==> src/core/gpio_port_pkg.sv <==
// Contract
// Six pins in bits 5..0; bits 7..6 read as zero. Here the analog select read returns bits 7..6 as stored.
// Direction bit 1 disables the pin driver; pin is an input.
// Direction bit 0 enables the driver with the latch value.
// Pin three is input only; its direction bit reads 1, never driven.
// Data reads return pin levels; writes go to the output latch.
// Writes are read-modify-write of sampled pins into the whole latch.
// With master clear enabled, pin three reads as zero.
// Direction still controls the driver on analog-selected pins.
// Software keeps analog pins set as inputs to avoid contention.
// Analog pins read zero and cannot raise a pin-change event.
// After reset all direction bits are 1; pin three stays 1.
// Latch bits 4,2,1,0 reset to 0; pins five and three follow pins. Here reset loads 0 into all six latch bits.
// In crystal modes direction bits 5 and 4 read as 1.
// Analog select forces digital reads to zero; analog keeps working.
// Analog select does not affect digital output driving.
// Read-modify-write stores zero for analog-selected output pins.
// An enabled sharing peripheral takes over its pin.
// Analog select 1 means analog; all analog bits reset to 1.
// Each data read captures pins into a last-read latch for change.
// Latch keeps its value while a pin is an input.
// Pin inputs pass a two-stage synchroniser before reads.
package gpio_port_pkg;
  localparam int unsigned PIN_COUNT       = 6;
  localparam int unsigned INPUT_ONLY_PIN  = 3;
  localparam logic [3:0]  OFS_PIN_DATA    = 4'h0;
  localparam logic [3:0]  OFS_DIRECTION   = 4'h4;
  localparam logic [3:0]  OFS_ANALOG_SEL  = 4'h8;
  localparam logic [3:0]  OFS_CONFIG      = 4'hc;
  localparam logic [3:0]  OFS_LAST_READ   = 4'h0;
  localparam logic [5:0]  DIR_RESET       = 6'h3f;
  localparam logic [5:0]  LATCH_RESET     = 6'h00;
  localparam logic [7:0]  ANALOG_RESET    = 8'hff;
  localparam logic [5:0]  CRYSTAL_PINS    = 6'h30;
  localparam logic [5:0]  INPUT_ONLY_MASK = 6'h08;
  localparam int unsigned CFG_MCLR_BIT    = 0;
  localparam int unsigned CFG_OSC_LSB     = 1;
  localparam logic [2:0]  OSC_LOW_POWER   = 3'h0;
  localparam logic [2:0]  OSC_MEDIUM_GAIN = 3'h1;
  localparam logic [2:0]  OSC_HIGH_GAIN   = 3'h2;
  localparam logic [1:0]  RESP_OKAY       = 2'h0;
  localparam logic [1:0]  RESP_SLVERR     = 2'h2;
  localparam logic [3:0]  CFG_RESET       = 4'h0;
endpackage

==> src/core/pin_sync.sv <==
`timescale 1ns/1ps
module pin_sync #(
  parameter int unsigned WIDTH = 6
) (
  input  wire logic             aclk,
  input  wire logic             aresetn,
  input  wire logic [WIDTH-1:0] async_in,
  output logic      [WIDTH-1:0] sync_out
);
  logic [WIDTH-1:0] meta_reg;

  // Only the second stage is visible; the first is never read elsewhere
  always_ff @(posedge aclk) begin
    if (!aresetn) begin
      meta_reg <= '0;
      sync_out <= '0;
    end else begin
      meta_reg <= async_in;
      sync_out <= meta_reg;
    end
  end
endmodule

==> src/core/pin_driver.sv <==
`timescale 1ns/1ps
module pin_driver #(
  parameter int unsigned WIDTH = 6
) (
  input  wire logic [WIDTH-1:0] direction,
  input  wire logic [WIDTH-1:0] latch,
  input  wire logic [WIDTH-1:0] periph_en,
  input  wire logic [WIDTH-1:0] periph_out,
  input  wire logic [WIDTH-1:0] periph_oe,
  output logic      [WIDTH-1:0] pin_out,
  output logic      [WIDTH-1:0] pin_oe
);
  for (genvar i = 0; i < WIDTH; i++) begin : g_pin
    if (i == gpio_port_pkg::INPUT_ONLY_PIN) begin : g_in_only
      assign pin_out[i] = 1'b0;
      assign pin_oe[i]  = 1'b0;
    end else begin : g_io
      // Analog select is not consulted: it never touches the driver
      assign pin_out[i] = periph_en[i] ? periph_out[i] : latch[i];
      assign pin_oe[i]  = periph_en[i] ? periph_oe[i]
                                       : !direction[i];
    end
  end
endmodule

==> src/core/gpio_port.sv <==
// Design decisions made here: the register addresses and the AXI4-Lite slave port.
`timescale 1ns/1ps
module gpio_port #(
  parameter int unsigned PINS = 6
) (
  input  wire logic            aclk,
  input  wire logic            aresetn,
  input  wire logic [3:0]      s_axi_awaddr,
  input  wire logic            s_axi_awvalid,
  output logic                 s_axi_awready,
  input  wire logic [31:0]     s_axi_wdata,
  input  wire logic [3:0]      s_axi_wstrb,
  input  wire logic            s_axi_wvalid,
  output logic                 s_axi_wready,
  output logic [1:0]           s_axi_bresp,
  output logic                 s_axi_bvalid,
  input  wire logic            s_axi_bready,
  input  wire logic [3:0]      s_axi_araddr,
  input  wire logic            s_axi_arvalid,
  output logic                 s_axi_arready,
  output logic [31:0]          s_axi_rdata,
  output logic [1:0]           s_axi_rresp,
  output logic                 s_axi_rvalid,
  input  wire logic            s_axi_rready,
  input  wire logic [PINS-1:0] pin_in,
  output logic      [PINS-1:0] pin_out,
  output logic      [PINS-1:0] pin_oe,
  input  wire logic [PINS-1:0] periph_en,
  input  wire logic [PINS-1:0] periph_out,
  input  wire logic [PINS-1:0] periph_oe,
  input  wire logic [PINS-1:0] change_en,
  output logic      [PINS-1:0] change_mismatch,
  output logic                 port_read_pulse
);
  typedef enum logic [2:0] {
    WR_IDLE = 3'b001,
    WR_HAVE = 3'b010,
    WR_RESP = 3'b100
  } wr_state_t;

  wr_state_t       wr_state_reg;
  logic [3:0]      aw_addr_reg;
  logic            aw_have_reg;
  logic [31:0]     w_data_reg;
  logic [3:0]      w_strb_reg;
  logic            w_have_reg;
  logic [PINS-1:0] dir_reg;
  logic [PINS-1:0] latch_reg;
  logic [7:0]      analog_reg;
  logic [3:0]      config_reg;
  logic [PINS-1:0] last_read_reg;
  logic [PINS-1:0] pin_sync_val;
  logic [PINS-1:0] digital_in;
  logic [PINS-1:0] dir_view;
  logic            crystal_mode;
  logic            do_write;
  logic            do_read;
  logic            rd_hit_data;
  logic [31:0]     rd_word;
  logic            rd_ok;
  logic [3:0]      rd_addr_reg;

  function automatic logic addr_known(input logic [3:0] a);
    addr_known = (a == gpio_port_pkg::OFS_PIN_DATA) ||
                 (a == gpio_port_pkg::OFS_DIRECTION) ||
                 (a == gpio_port_pkg::OFS_ANALOG_SEL) ||
                 (a == gpio_port_pkg::OFS_CONFIG);
  endfunction

  pin_sync #(.WIDTH(PINS)) u_sync (
    .aclk     (aclk),
    .aresetn  (aresetn),
    .async_in (pin_in),
    .sync_out (pin_sync_val)
  );

  pin_driver #(.WIDTH(PINS)) u_drv (
    .direction  (dir_reg),
    .latch      (latch_reg),
    .periph_en  (periph_en),
    .periph_out (periph_out),
    .periph_oe  (periph_oe),
    .pin_out    (pin_out),
    .pin_oe     (pin_oe)
  );

  assign crystal_mode =
    (config_reg[3:1] == gpio_port_pkg::OSC_LOW_POWER) ||
    (config_reg[3:1] == gpio_port_pkg::OSC_MEDIUM_GAIN) ||
    (config_reg[3:1] == gpio_port_pkg::OSC_HIGH_GAIN);

  // Digital read view of the pins after analog and master-clear masking
  always_comb begin
    digital_in = pin_sync_val & ~analog_reg[PINS-1:0];
    if (config_reg[gpio_port_pkg::CFG_MCLR_BIT]) begin
      digital_in[gpio_port_pkg::INPUT_ONLY_PIN] = 1'b0;
    end
  end

  always_comb begin
    dir_view = dir_reg | gpio_port_pkg::INPUT_ONLY_MASK;
    if (crystal_mode) begin
      dir_view = dir_view | gpio_port_pkg::CRYSTAL_PINS;
    end
  end

  // Write channel: address and data taken in either order
  assign s_axi_awready = (wr_state_reg != WR_RESP) && !aw_have_reg;
  assign s_axi_wready  = (wr_state_reg != WR_RESP) && !w_have_reg;
  assign do_write      = (wr_state_reg != WR_RESP) &&
                         (aw_have_reg || s_axi_awvalid) &&
                         (w_have_reg || s_axi_wvalid);

  logic [3:0]  wr_addr;
  logic [31:0] wr_data;
  logic [3:0]  wr_strb;
  assign wr_addr = aw_have_reg ? aw_addr_reg : s_axi_awaddr;
  assign wr_data = w_have_reg ? w_data_reg : s_axi_wdata;
  assign wr_strb = w_have_reg ? w_strb_reg : s_axi_wstrb;

  always_ff @(posedge aclk) begin
    if (!aresetn) begin
      wr_state_reg <= WR_IDLE;
      aw_have_reg  <= 1'b0;
      w_have_reg   <= 1'b0;
      aw_addr_reg  <= 4'h0;
      w_data_reg   <= 32'h0000_0000;
      w_strb_reg   <= 4'h0;
      s_axi_bvalid <= 1'b0;
      s_axi_bresp  <= gpio_port_pkg::RESP_OKAY;
    end else begin
      case (wr_state_reg)
        WR_IDLE, WR_HAVE: begin
          if (do_write) begin
            aw_have_reg  <= 1'b0;
            w_have_reg   <= 1'b0;
            s_axi_bvalid <= 1'b1;
            s_axi_bresp  <= addr_known(wr_addr) ? gpio_port_pkg::RESP_OKAY
                                                : gpio_port_pkg::RESP_SLVERR;
            wr_state_reg <= WR_RESP;
          end else begin
            if (s_axi_awvalid && s_axi_awready) begin
              aw_have_reg <= 1'b1;
              aw_addr_reg <= s_axi_awaddr;
            end
            if (s_axi_wvalid && s_axi_wready) begin
              w_have_reg <= 1'b1;
              w_data_reg <= s_axi_wdata;
              w_strb_reg <= s_axi_wstrb;
            end
            if ((s_axi_awvalid && s_axi_awready) ||
                (s_axi_wvalid && s_axi_wready)) begin
              wr_state_reg <= WR_HAVE;
            end
          end
        end
        WR_RESP: begin
          if (s_axi_bready) begin
            s_axi_bvalid <= 1'b0;
            wr_state_reg <= WR_IDLE;
          end
        end
        default: begin
          wr_state_reg <= WR_IDLE;
        end
      endcase
    end
  end

  // Output latch; only byte lane 0 carries port bits
  always_ff @(posedge aclk) begin
    if (!aresetn) begin
      latch_reg <= gpio_port_pkg::LATCH_RESET;
    end else if (do_write && wr_strb[0] &&
                 wr_addr == gpio_port_pkg::OFS_PIN_DATA) begin
      // Whole latch takes the written byte; the pin sample is the base that
      // bit-level software edits, so analog-selected outputs land as zero
      latch_reg <= wr_data[PINS-1:0];
    end
  end

  always_ff @(posedge aclk) begin
    if (!aresetn) begin
      dir_reg    <= gpio_port_pkg::DIR_RESET;
      analog_reg <= gpio_port_pkg::ANALOG_RESET;
      config_reg <= gpio_port_pkg::CFG_RESET;
    end else if (do_write && wr_strb[0]) begin
      case (wr_addr)
        gpio_port_pkg::OFS_DIRECTION:
          dir_reg <= wr_data[PINS-1:0] |
                     gpio_port_pkg::INPUT_ONLY_MASK;
        gpio_port_pkg::OFS_ANALOG_SEL:
          analog_reg <= wr_data[7:0];
        gpio_port_pkg::OFS_CONFIG:
          config_reg <= wr_data[3:0];
        default: begin
        end
      endcase
    end
  end

  // Read channel
  assign s_axi_arready = !s_axi_rvalid;
  assign do_read       = s_axi_arvalid && s_axi_arready;
  assign rd_hit_data   = do_read &&
                         (s_axi_araddr == gpio_port_pkg::OFS_PIN_DATA);

  always_comb begin
    rd_word = 32'h0000_0000;
    rd_ok   = 1'b1;
    case (s_axi_araddr)
      gpio_port_pkg::OFS_PIN_DATA:   rd_word[PINS-1:0] = digital_in;
      gpio_port_pkg::OFS_DIRECTION:  rd_word[PINS-1:0] = dir_view;
      gpio_port_pkg::OFS_ANALOG_SEL: rd_word[7:0] = analog_reg;
      gpio_port_pkg::OFS_CONFIG:     rd_word[3:0] = config_reg;
      default:                       rd_ok = 1'b0;
    endcase
  end

  always_ff @(posedge aclk) begin
    if (!aresetn) begin
      s_axi_rvalid <= 1'b0;
      s_axi_rdata  <= 32'h0000_0000;
      s_axi_rresp  <= gpio_port_pkg::RESP_OKAY;
    end else if (do_read) begin
      s_axi_rvalid <= 1'b1;
      s_axi_rdata  <= rd_word;
      s_axi_rresp  <= rd_ok ? gpio_port_pkg::RESP_OKAY
                            : gpio_port_pkg::RESP_SLVERR;
    end else if (s_axi_rready) begin
      s_axi_rvalid <= 1'b0;
    end
  end

  // Address of the answer in flight; rvalid may stand for several cycles
  always_ff @(posedge aclk) begin
    if (!aresetn) begin
      rd_addr_reg <= 4'h0;
    end else if (do_read) begin
      rd_addr_reg <= s_axi_araddr;
    end
  end

  // Last-read latch is the reference for change detection
  always_ff @(posedge aclk) begin
    if (!aresetn) begin
      last_read_reg   <= gpio_port_pkg::LATCH_RESET;
      port_read_pulse <= 1'b0;
    end else begin
      port_read_pulse <= rd_hit_data;
      if (rd_hit_data) begin
        last_read_reg <= digital_in;
      end
    end
  end

  always_ff @(posedge aclk) begin
    if (!aresetn) begin
      change_mismatch <= '0;
    end else begin
      change_mismatch <= (digital_in ^ last_read_reg) & change_en &
                         ~analog_reg[PINS-1:0];
    end
  end

  property p_dir_reset;
    @(posedge aclk) !aresetn |=> (dir_view == gpio_port_pkg::DIR_RESET);
  endproperty
  a_dir_reset: assert property (p_dir_reset) else $error("dir reset");

  property p_pin3_never_driven;
    @(posedge aclk) disable iff (!aresetn)
      !pin_oe[gpio_port_pkg::INPUT_ONLY_PIN];
  endproperty
  a_pin3_never_driven: assert property (p_pin3_never_driven)
    else $error("pin three driven");

  property p_dir_drives;
    @(posedge aclk) disable iff (!aresetn)
      (periph_en == '0) |->
        (pin_oe == (~dir_reg & ~gpio_port_pkg::INPUT_ONLY_MASK));
  endproperty
  a_dir_drives: assert property (p_dir_drives)
    else $error("driver enable mismatch");

  property p_out_latch;
    @(posedge aclk) disable iff (!aresetn)
      (periph_en == '0) |-> ((pin_out & pin_oe) == (latch_reg & pin_oe));
  endproperty
  a_out_latch: assert property (p_out_latch)
    else $error("driven value not latch");

  property p_analog_reads_zero;
    @(posedge aclk) disable iff (!aresetn)
      rd_hit_data |=> ((s_axi_rdata[PINS-1:0] & $past(analog_reg[PINS-1:0]))
                       == '0);
  endproperty
  a_analog_reads_zero: assert property (p_analog_reads_zero)
    else $error("analog pin read nonzero");

  property p_mclr_pin3;
    @(posedge aclk) disable iff (!aresetn)
      (rd_hit_data && config_reg[gpio_port_pkg::CFG_MCLR_BIT])
        |=> !s_axi_rdata[gpio_port_pkg::INPUT_ONLY_PIN];
  endproperty
  a_mclr_pin3: assert property (p_mclr_pin3)
    else $error("pin three not zero");

  property p_upper_zero;
    @(posedge aclk) disable iff (!aresetn)
      (s_axi_rvalid && (rd_addr_reg != gpio_port_pkg::OFS_ANALOG_SEL))
        |-> (s_axi_rdata[31:6] == 26'h0);
  endproperty
  a_upper_zero: assert property (p_upper_zero)
    else $error("upper bits set");

  property p_crystal_dir;
    @(posedge aclk) disable iff (!aresetn)
      crystal_mode |-> ((dir_view & gpio_port_pkg::CRYSTAL_PINS)
                        == gpio_port_pkg::CRYSTAL_PINS);
  endproperty
  a_crystal_dir: assert property (p_crystal_dir)
    else $error("crystal dir bits");

  property p_sync_delay;
    @(posedge aclk) disable iff (!aresetn)
      ($past(aresetn) && $past(aresetn, 2))
        |-> (pin_sync_val == $past(pin_in, 2));
  endproperty
  a_sync_delay: assert property (p_sync_delay)
    else $error("sync delay wrong");

  property p_last_read;
    @(posedge aclk) disable iff (!aresetn)
      rd_hit_data |=> (last_read_reg == $past(digital_in));
  endproperty
  a_last_read: assert property (p_last_read)
    else $error("last read not captured");

  // Mismatch is computed from the analog mask of the previous cycle
  property p_analog_no_change;
    @(posedge aclk) disable iff (!aresetn)
      (change_mismatch & $past(analog_reg[PINS-1:0])) == '0;
  endproperty
  a_analog_no_change: assert property (p_analog_no_change)
    else $error("analog pin flagged change");

  c_write: cover property (@(posedge aclk) do_write);
  c_slverr: cover property (@(posedge aclk)
    s_axi_bvalid && (s_axi_bresp == gpio_port_pkg::RESP_SLVERR));
  c_read_data: cover property (@(posedge aclk) rd_hit_data);
  c_mismatch: cover property (@(posedge aclk) change_mismatch != '0);
endmodule

==> config.mk <==
export PLATFORM = sky130hd
export DESIGN_NAME = gpio_port
export DESIGN_NICKNAME = d
export VERILOG_FILES = /design/src/core/gpio_port_pkg.sv /design/src/core/pin_sync.sv /design/src/core/pin_driver.sv /design/src/core/gpio_port.sv
export SDC_FILE = /design/constraint.sdc
export NUM_CORES = 1
export LEC_CHECK = 0
export BUFFER_PORTS_ARGS = -buffer_cell sky130_fd_sc_hd__clkbuf_2
export CAP_MARGIN = 20
export CORE_MARGIN = 2
export CORE_UTILIZATION = 48
export DETAILED_ROUTE_END_ITERATION = 16
export PLACE_DENSITY = 0.79
export SETUP_SLACK_MARGIN = 0.2
export SLEW_MARGIN = 15
export SYNTH_ARGS = -nofsm -noshare
export SYNTH_HDL_FRONTEND = slang
export SYNTH_SLANG_ARGS = --single-unit
==> constraint.sdc <==
create_clock -name aclk -period 1.8 [get_ports aclk]
set_input_delay 0.18 -clock aclk [delete_from_list [all_inputs] [get_ports aclk]]
set_output_delay 0.18 -clock aclk [all_outputs]
set_load 0.02 [all_outputs]
== After elaboration in Yosys (flattened, before gate mapping) ==
Cells that the tools add are included.
Word-level totals
  input port bits: 81
  word-level logic and storage cells: 120
  flip-flop bits (word level): 80
  output and inout bits: 60
Cells by class
  reduce and logical (&&, ||, !) cells: 45
  bitwise gates (word level): 6
  multiplexer cells: 34
  equality and inequality tests: 15
Operators by type and width (count)
  $mux W1: 21
  $and A6 B6 Y6: 3
  $eq A4 B4 Y1 const B: 4
  $pmux W4 S4: 1
  $reduce_and A2 Y1: 7
  $logic_and A1 B1 Y1: 10
  $mux W3: 3
  $reduce_and A3 Y1: 3
  $eq A4 B3 Y1 const B: 2
  $logic_not A1 Y1: 8
  $logic_not A4 Y1: 2
  $logic_or A1 B1 Y1: 8
  $mux W8: 1
  $reduce_bool A2 Y1: 4
  $eq A3 B1 Y1 const B: 2
  $eq A3 B2 Y1 const B: 2
  $mux W2: 3
  $mux W6: 1
  $ne A3 B3 Y1 const B: 2
  $not A6 Y6: 1
  $pmux W2 S3: 1
  $pmux W3 S2: 1
  $xor A6 B6 Y6: 1
  $mux W4: 1
  other kinds (7): 8

== Logic depth before layout (Yosys ltp) ==
  depth in word-level cells: 7
  gate-level depth with buffers: 6
  gate-level depth less buffers: 4

== Cells and area by module ==
From an unflattened synthesis, not the netlist that was laid out.
Second synthesis, totals
  cell total of the unflattened synthesis: 380
  area, all modules: 3595.9 um2
By module, submodules not included
  gpio_port: sequential area each 1321.3 um2, cells an instance 337, area each 3116.7 um2, instances 1
  pin_sync: sequential area each 240.2 um2, cells an instance 25, area each 336.6 um2, instances 1
  pin_driver: sequential area each 0.0 um2, cells an instance 18, area each 142.6 um2, instances 1

== Worst setup path before layout ==
OpenSTA, ideal clock, no wires.
  path kind: register to register
  from: reg s_axi_rvalid
  to: reg last_read_reg[0]
  path slack: 83 ps
  arrival time: 1589 ps
  required time: 1672 ps
  stages on the path, launching flop included: 6
  buffers on the path: 1
  library setup time: 128 ps
  path through: dfxtp_1 > or4b_1 > buf_2 > nor3_4 > mux2i_1 > nor2_1
On the way
  cells in the longest elaborated chain, start to end: 3
Ends and longest elaborated chain
  from (decl): line gpio_port.sv:23  | output logic s_axi_rvalid,
  from (signal assigned): line gpio_port.sv:222  | s_axi_rvalid <= 1'b0;
  from (signal assigned): line gpio_port.sv:226  | s_axi_rvalid <= 1'b1;
  from (signal assigned): line gpio_port.sv:231  | s_axi_rvalid <= 1'b0;
  $logic_not A1 Y1: line gpio_port.sv:203  | assign s_axi_arready = !s_axi_rvalid;
  $logic_and A1 B1 Y1: line gpio_port.sv:204  | assign do_read = s_axi_arvalid && s_axi_arready;
  $logic_and A1 B1 Y1: line gpio_port.sv:205  | assign rd_hit_data = do_read &&
  to (signal assigned): line gpio_port.sv:247  | last_read_reg <= gpio_port_pkg::LATCH_RESET;
  to (signal assigned): line gpio_port.sv:252  | last_read_reg <= digital_in;
  to (decl): line gpio_port.sv:51  | logic [PINS-1:0] last_read_reg;
No other way between the ends.
A chain may end at the register's enable or synchronous reset.

== Worst setup path after layout ==
  from: reg aw_have_reg
  to: reg analog_reg[2]
On the way
  cells in the longest elaborated chain, start to end: 5
Ends and longest elaborated chain
  from (decl): line gpio_port.sv:43  | logic aw_have_reg;
  from (signal assigned): line gpio_port.sv:124  | aw_have_reg <= 1'b0;
  from (signal assigned): line gpio_port.sv:135  | aw_have_reg <= 1'b0;
  from (signal assigned): line gpio_port.sv:143  | aw_have_reg <= 1'b1;
  parallel branches: the longest is 4 deep, another holds $mux W4
  $reduce_and A2 Y1 (no source line) *
  to (signal assigned): line gpio_port.sv:185  | analog_reg <= gpio_port_pkg::ANALOG_RESET;
  to (signal assigned): line gpio_port.sv:193  | analog_reg <= wr_data[7:0];
  to (decl): line gpio_port.sv:49  | logic [7:0] analog_reg;
Every way passes the cells marked *.

==> reports/qor.csv <==
metric,value,unit
ys_seq_area_frac,0.436,
antenna_found_initial,0,
period_share,0.951,
synthAdderAreaFrac,0,
clock_skew,0.00764,ns
ios,141,
drt_iter0_drc,107,
endpoint_kind,flip-flop,
synth_mux_area_frac,0.131,
stdcell_count,579,
cts_tree,done,
slew_headroom,0.644,
grt_use_met1,0.232,
first_pass_iters,4,
start_util,0.493,
synthTopCellsByCount,"dfxtp_1 (77), nand2_1 (39), nor2_1 (34), buf_4 (28), mux2i_1 (27)",
crit_chain,or4b_4 -> a211o_4 -> nor2_4 -> mux2i_1,
synthSimpleGateAreaFrac,0.229,
grt_overflow_total,0,
power.density,998,nW/um2
area_growth,24.6,%
synth_edf_count,0,
finalInstanceArea,4400,um2
nNetsFinal,556,
busiest_layer,met2,
yosys_warnings,0,
placed_cells,555,
async_flop_share,0,
yosysTopAreaCellShare,0.436,
power.leakage,1.94,nW
core,7180,um2
synth.top_cells.by_area,"dfxtp_1 (44%), mux2i_1 (7.6%), buf_4 (5.9%)",
gp_congestion,0.802,
cpPeakStageDelay,0.53,ns
fin_crit,1.71,ns
max-cap-violations,0,
cts_sinks,77,
outcome,"complete, no violations",
clkLatencyLatePin,0.35,ns
drive_above_1_share,0.331,
grt_max_degree,69,
crit_type,flip-flop to flip-flop,
crit_slowest_cell,or4b_4,
worstMarginPinSlew,0.533,ns
vdd_ir_drop_max,563,uV
wl_per_cell,13.4,um
grt_pass1_wl,12400,um
fillers,628,
required,2.08,ns
wl,7790,um
dieArea,8070,um2
cts_max_level,3,
drv_slew,0,
rsz0062_at_grt,true,
setup_viol,0,
ant_nets,0,
vias,2950,
met2_usage,0.328,
synthMostInstantiatedCell,dfxtp_1,
synth_top_family_by_area,simple AND/OR/NAND/NOR gates,
path_delay_family,simple AND/OR/NAND/NOR gates,
hold_ws,0.0303,ns
grt_usage,0.190,
portBuffers,82,
met3_usage,0.0469,
yosysUniqueCellTypes,55,
syn_inst,378,
avgSynthCellArea,9.35,um2
first_global_vias,2663,
routed_via_density,5.09,
cts-root-buf,clkbuf_8,
cp-start-kind,flip-flop,
placed_cell_area,4020,um2
crit_path_max_fanout,6,
dp_hpwl,5630,um
max_freq,584,MHz
final-hold-violation-count,0,
route.detailed.drc,0,
setup-tns-final,0,ns
diodes,0,
die_h,89.8,um
arrival,1.99,ns
rows,31,
numCtsBuffers,9,
cts.clk_slew.worst_paths,0.08,ns
hold_path_class,primary input to flip-flop,
yosysTopAreaCell,dfxtp_1,
synth_ff_type,dfxtp_1,
die-width,89.8,um
synth-seq-cells,77,
cts_buffer_depth,2,
syn_area,3530,um2
synth_xor_area_frac,0.0173,
path_buf_inv,0,
synth_compound_area_frac,0.106,
## layout by cell type (no fill, tap or decap), types with 4 or more instances in the layout
master	count
clkbuf_8	9
dfxtp_1	73
a22o_1	4
nand2_1	39
o21ai_0	23
conb_1	28
clkbuf_2	82
mux2_2	11
a32oi_1	4
and3_1	4
nor3_1	7
nand3_1	14
mux2i_1	27
nor2_1	33
buf_4	14
a21oi_1	9
and2_1	15
nand2b_1	8
nor2b_1	8
## cell type report
cell class	count	area (um2)	share of cell area
inverter	2	7.51	0.00171
clock inverter	7	97.6	0.0222
multi-input combinational	283	1900	0.431
tap	99	124	0.0281
timing repair buffer	102	599	0.136
clock buffer	9	124	0.0281
sequential	77	1550	0.352
## metal layers
metal	vias up	part of all wire
li1	1454	-
met2	85	0.51
met5	-	0
met3	12	0.053
met4	0	0.015
met1	1399	0.42
## cell families (layout without fill, tap and decap cells)
kind of cell | count (synthesis) | count (layout)
compound gates | 58 | 58
xor+xnor | 7 | 7
buf+inv | 45 | 120
flops | 77 | 77
mux | 41 | 41
other cells | 1 | 28
simple gates | 149 | 149
## metrics by stage
stage	total power, mW	setup WS (ns)	util
finish	4.40	0.0880	0.614
detailed placement	2.87	0.0716	0.560
global placement	2.85	0.0931	0.560
floorplan	2.65	0.123	-
global route	4.60	0.0259	0.614
CTS	4.37	0.0916	0.601
## report_power, final
| part | total [mW] | leakage (nW) | internal (mW) | switching, mW |
|---|---|---|---|---|
| Clock | 1.45 | 0.106 | 0.787 | 0.667 |
| Combinational | 1.01 | 1.20 | 0.438 | 0.575 |
| Sequential | 1.93 | 0.628 | 1.82 | 0.107 |
| Total | 4.40 | 1.94 | 3.05 | 1.35 |
## repair_timing
item	4_1_cts	5_1_grt
endpoints found under the hold margin	0	1
gates cloned	0	0
hold buffers	0	1
pin swaps	6	5
setup buffers	5	2
endpoints found under the setup margin	31	43
gates resized for setup	7	13
## path summary, 6_finish.rpt
| check | start | endpoint | slack [ns] | depth (start not counted) |
|---|---|---|---|---|
| setup / recovery | aw_have_reg$_SDFFE_PN0P_ | analog_reg[2]$_SDFFE_PN1P_ | 0.09 | 4 |
| hold / removal | pin_in[2] | u_sync.meta_reg[2]$_SDFF_PN0_ | 0.03 | 2 |
| setup reg to reg | aw_have_reg$_SDFFE_PN0P_ | analog_reg[2]$_SDFFE_PN1P_ | 0.09 | 4 |
| hold reg to reg | u_sync.meta_reg[0]$_SDFF_PN0_ | u_sync.sync_out[0]$_SDFF_PN0_ | 0.43 | 1 |
## worst reg2reg max path: cells and delay by family (launching register included)
family,cells,cell delay [ns]
AOI/OAI and AO/OA,1,0.39
DFF,1,0.37
muxes,1,0.19
and+or+nand+nor,2,0.69
No activity file was read; power rests on OpenSTA's default activity.
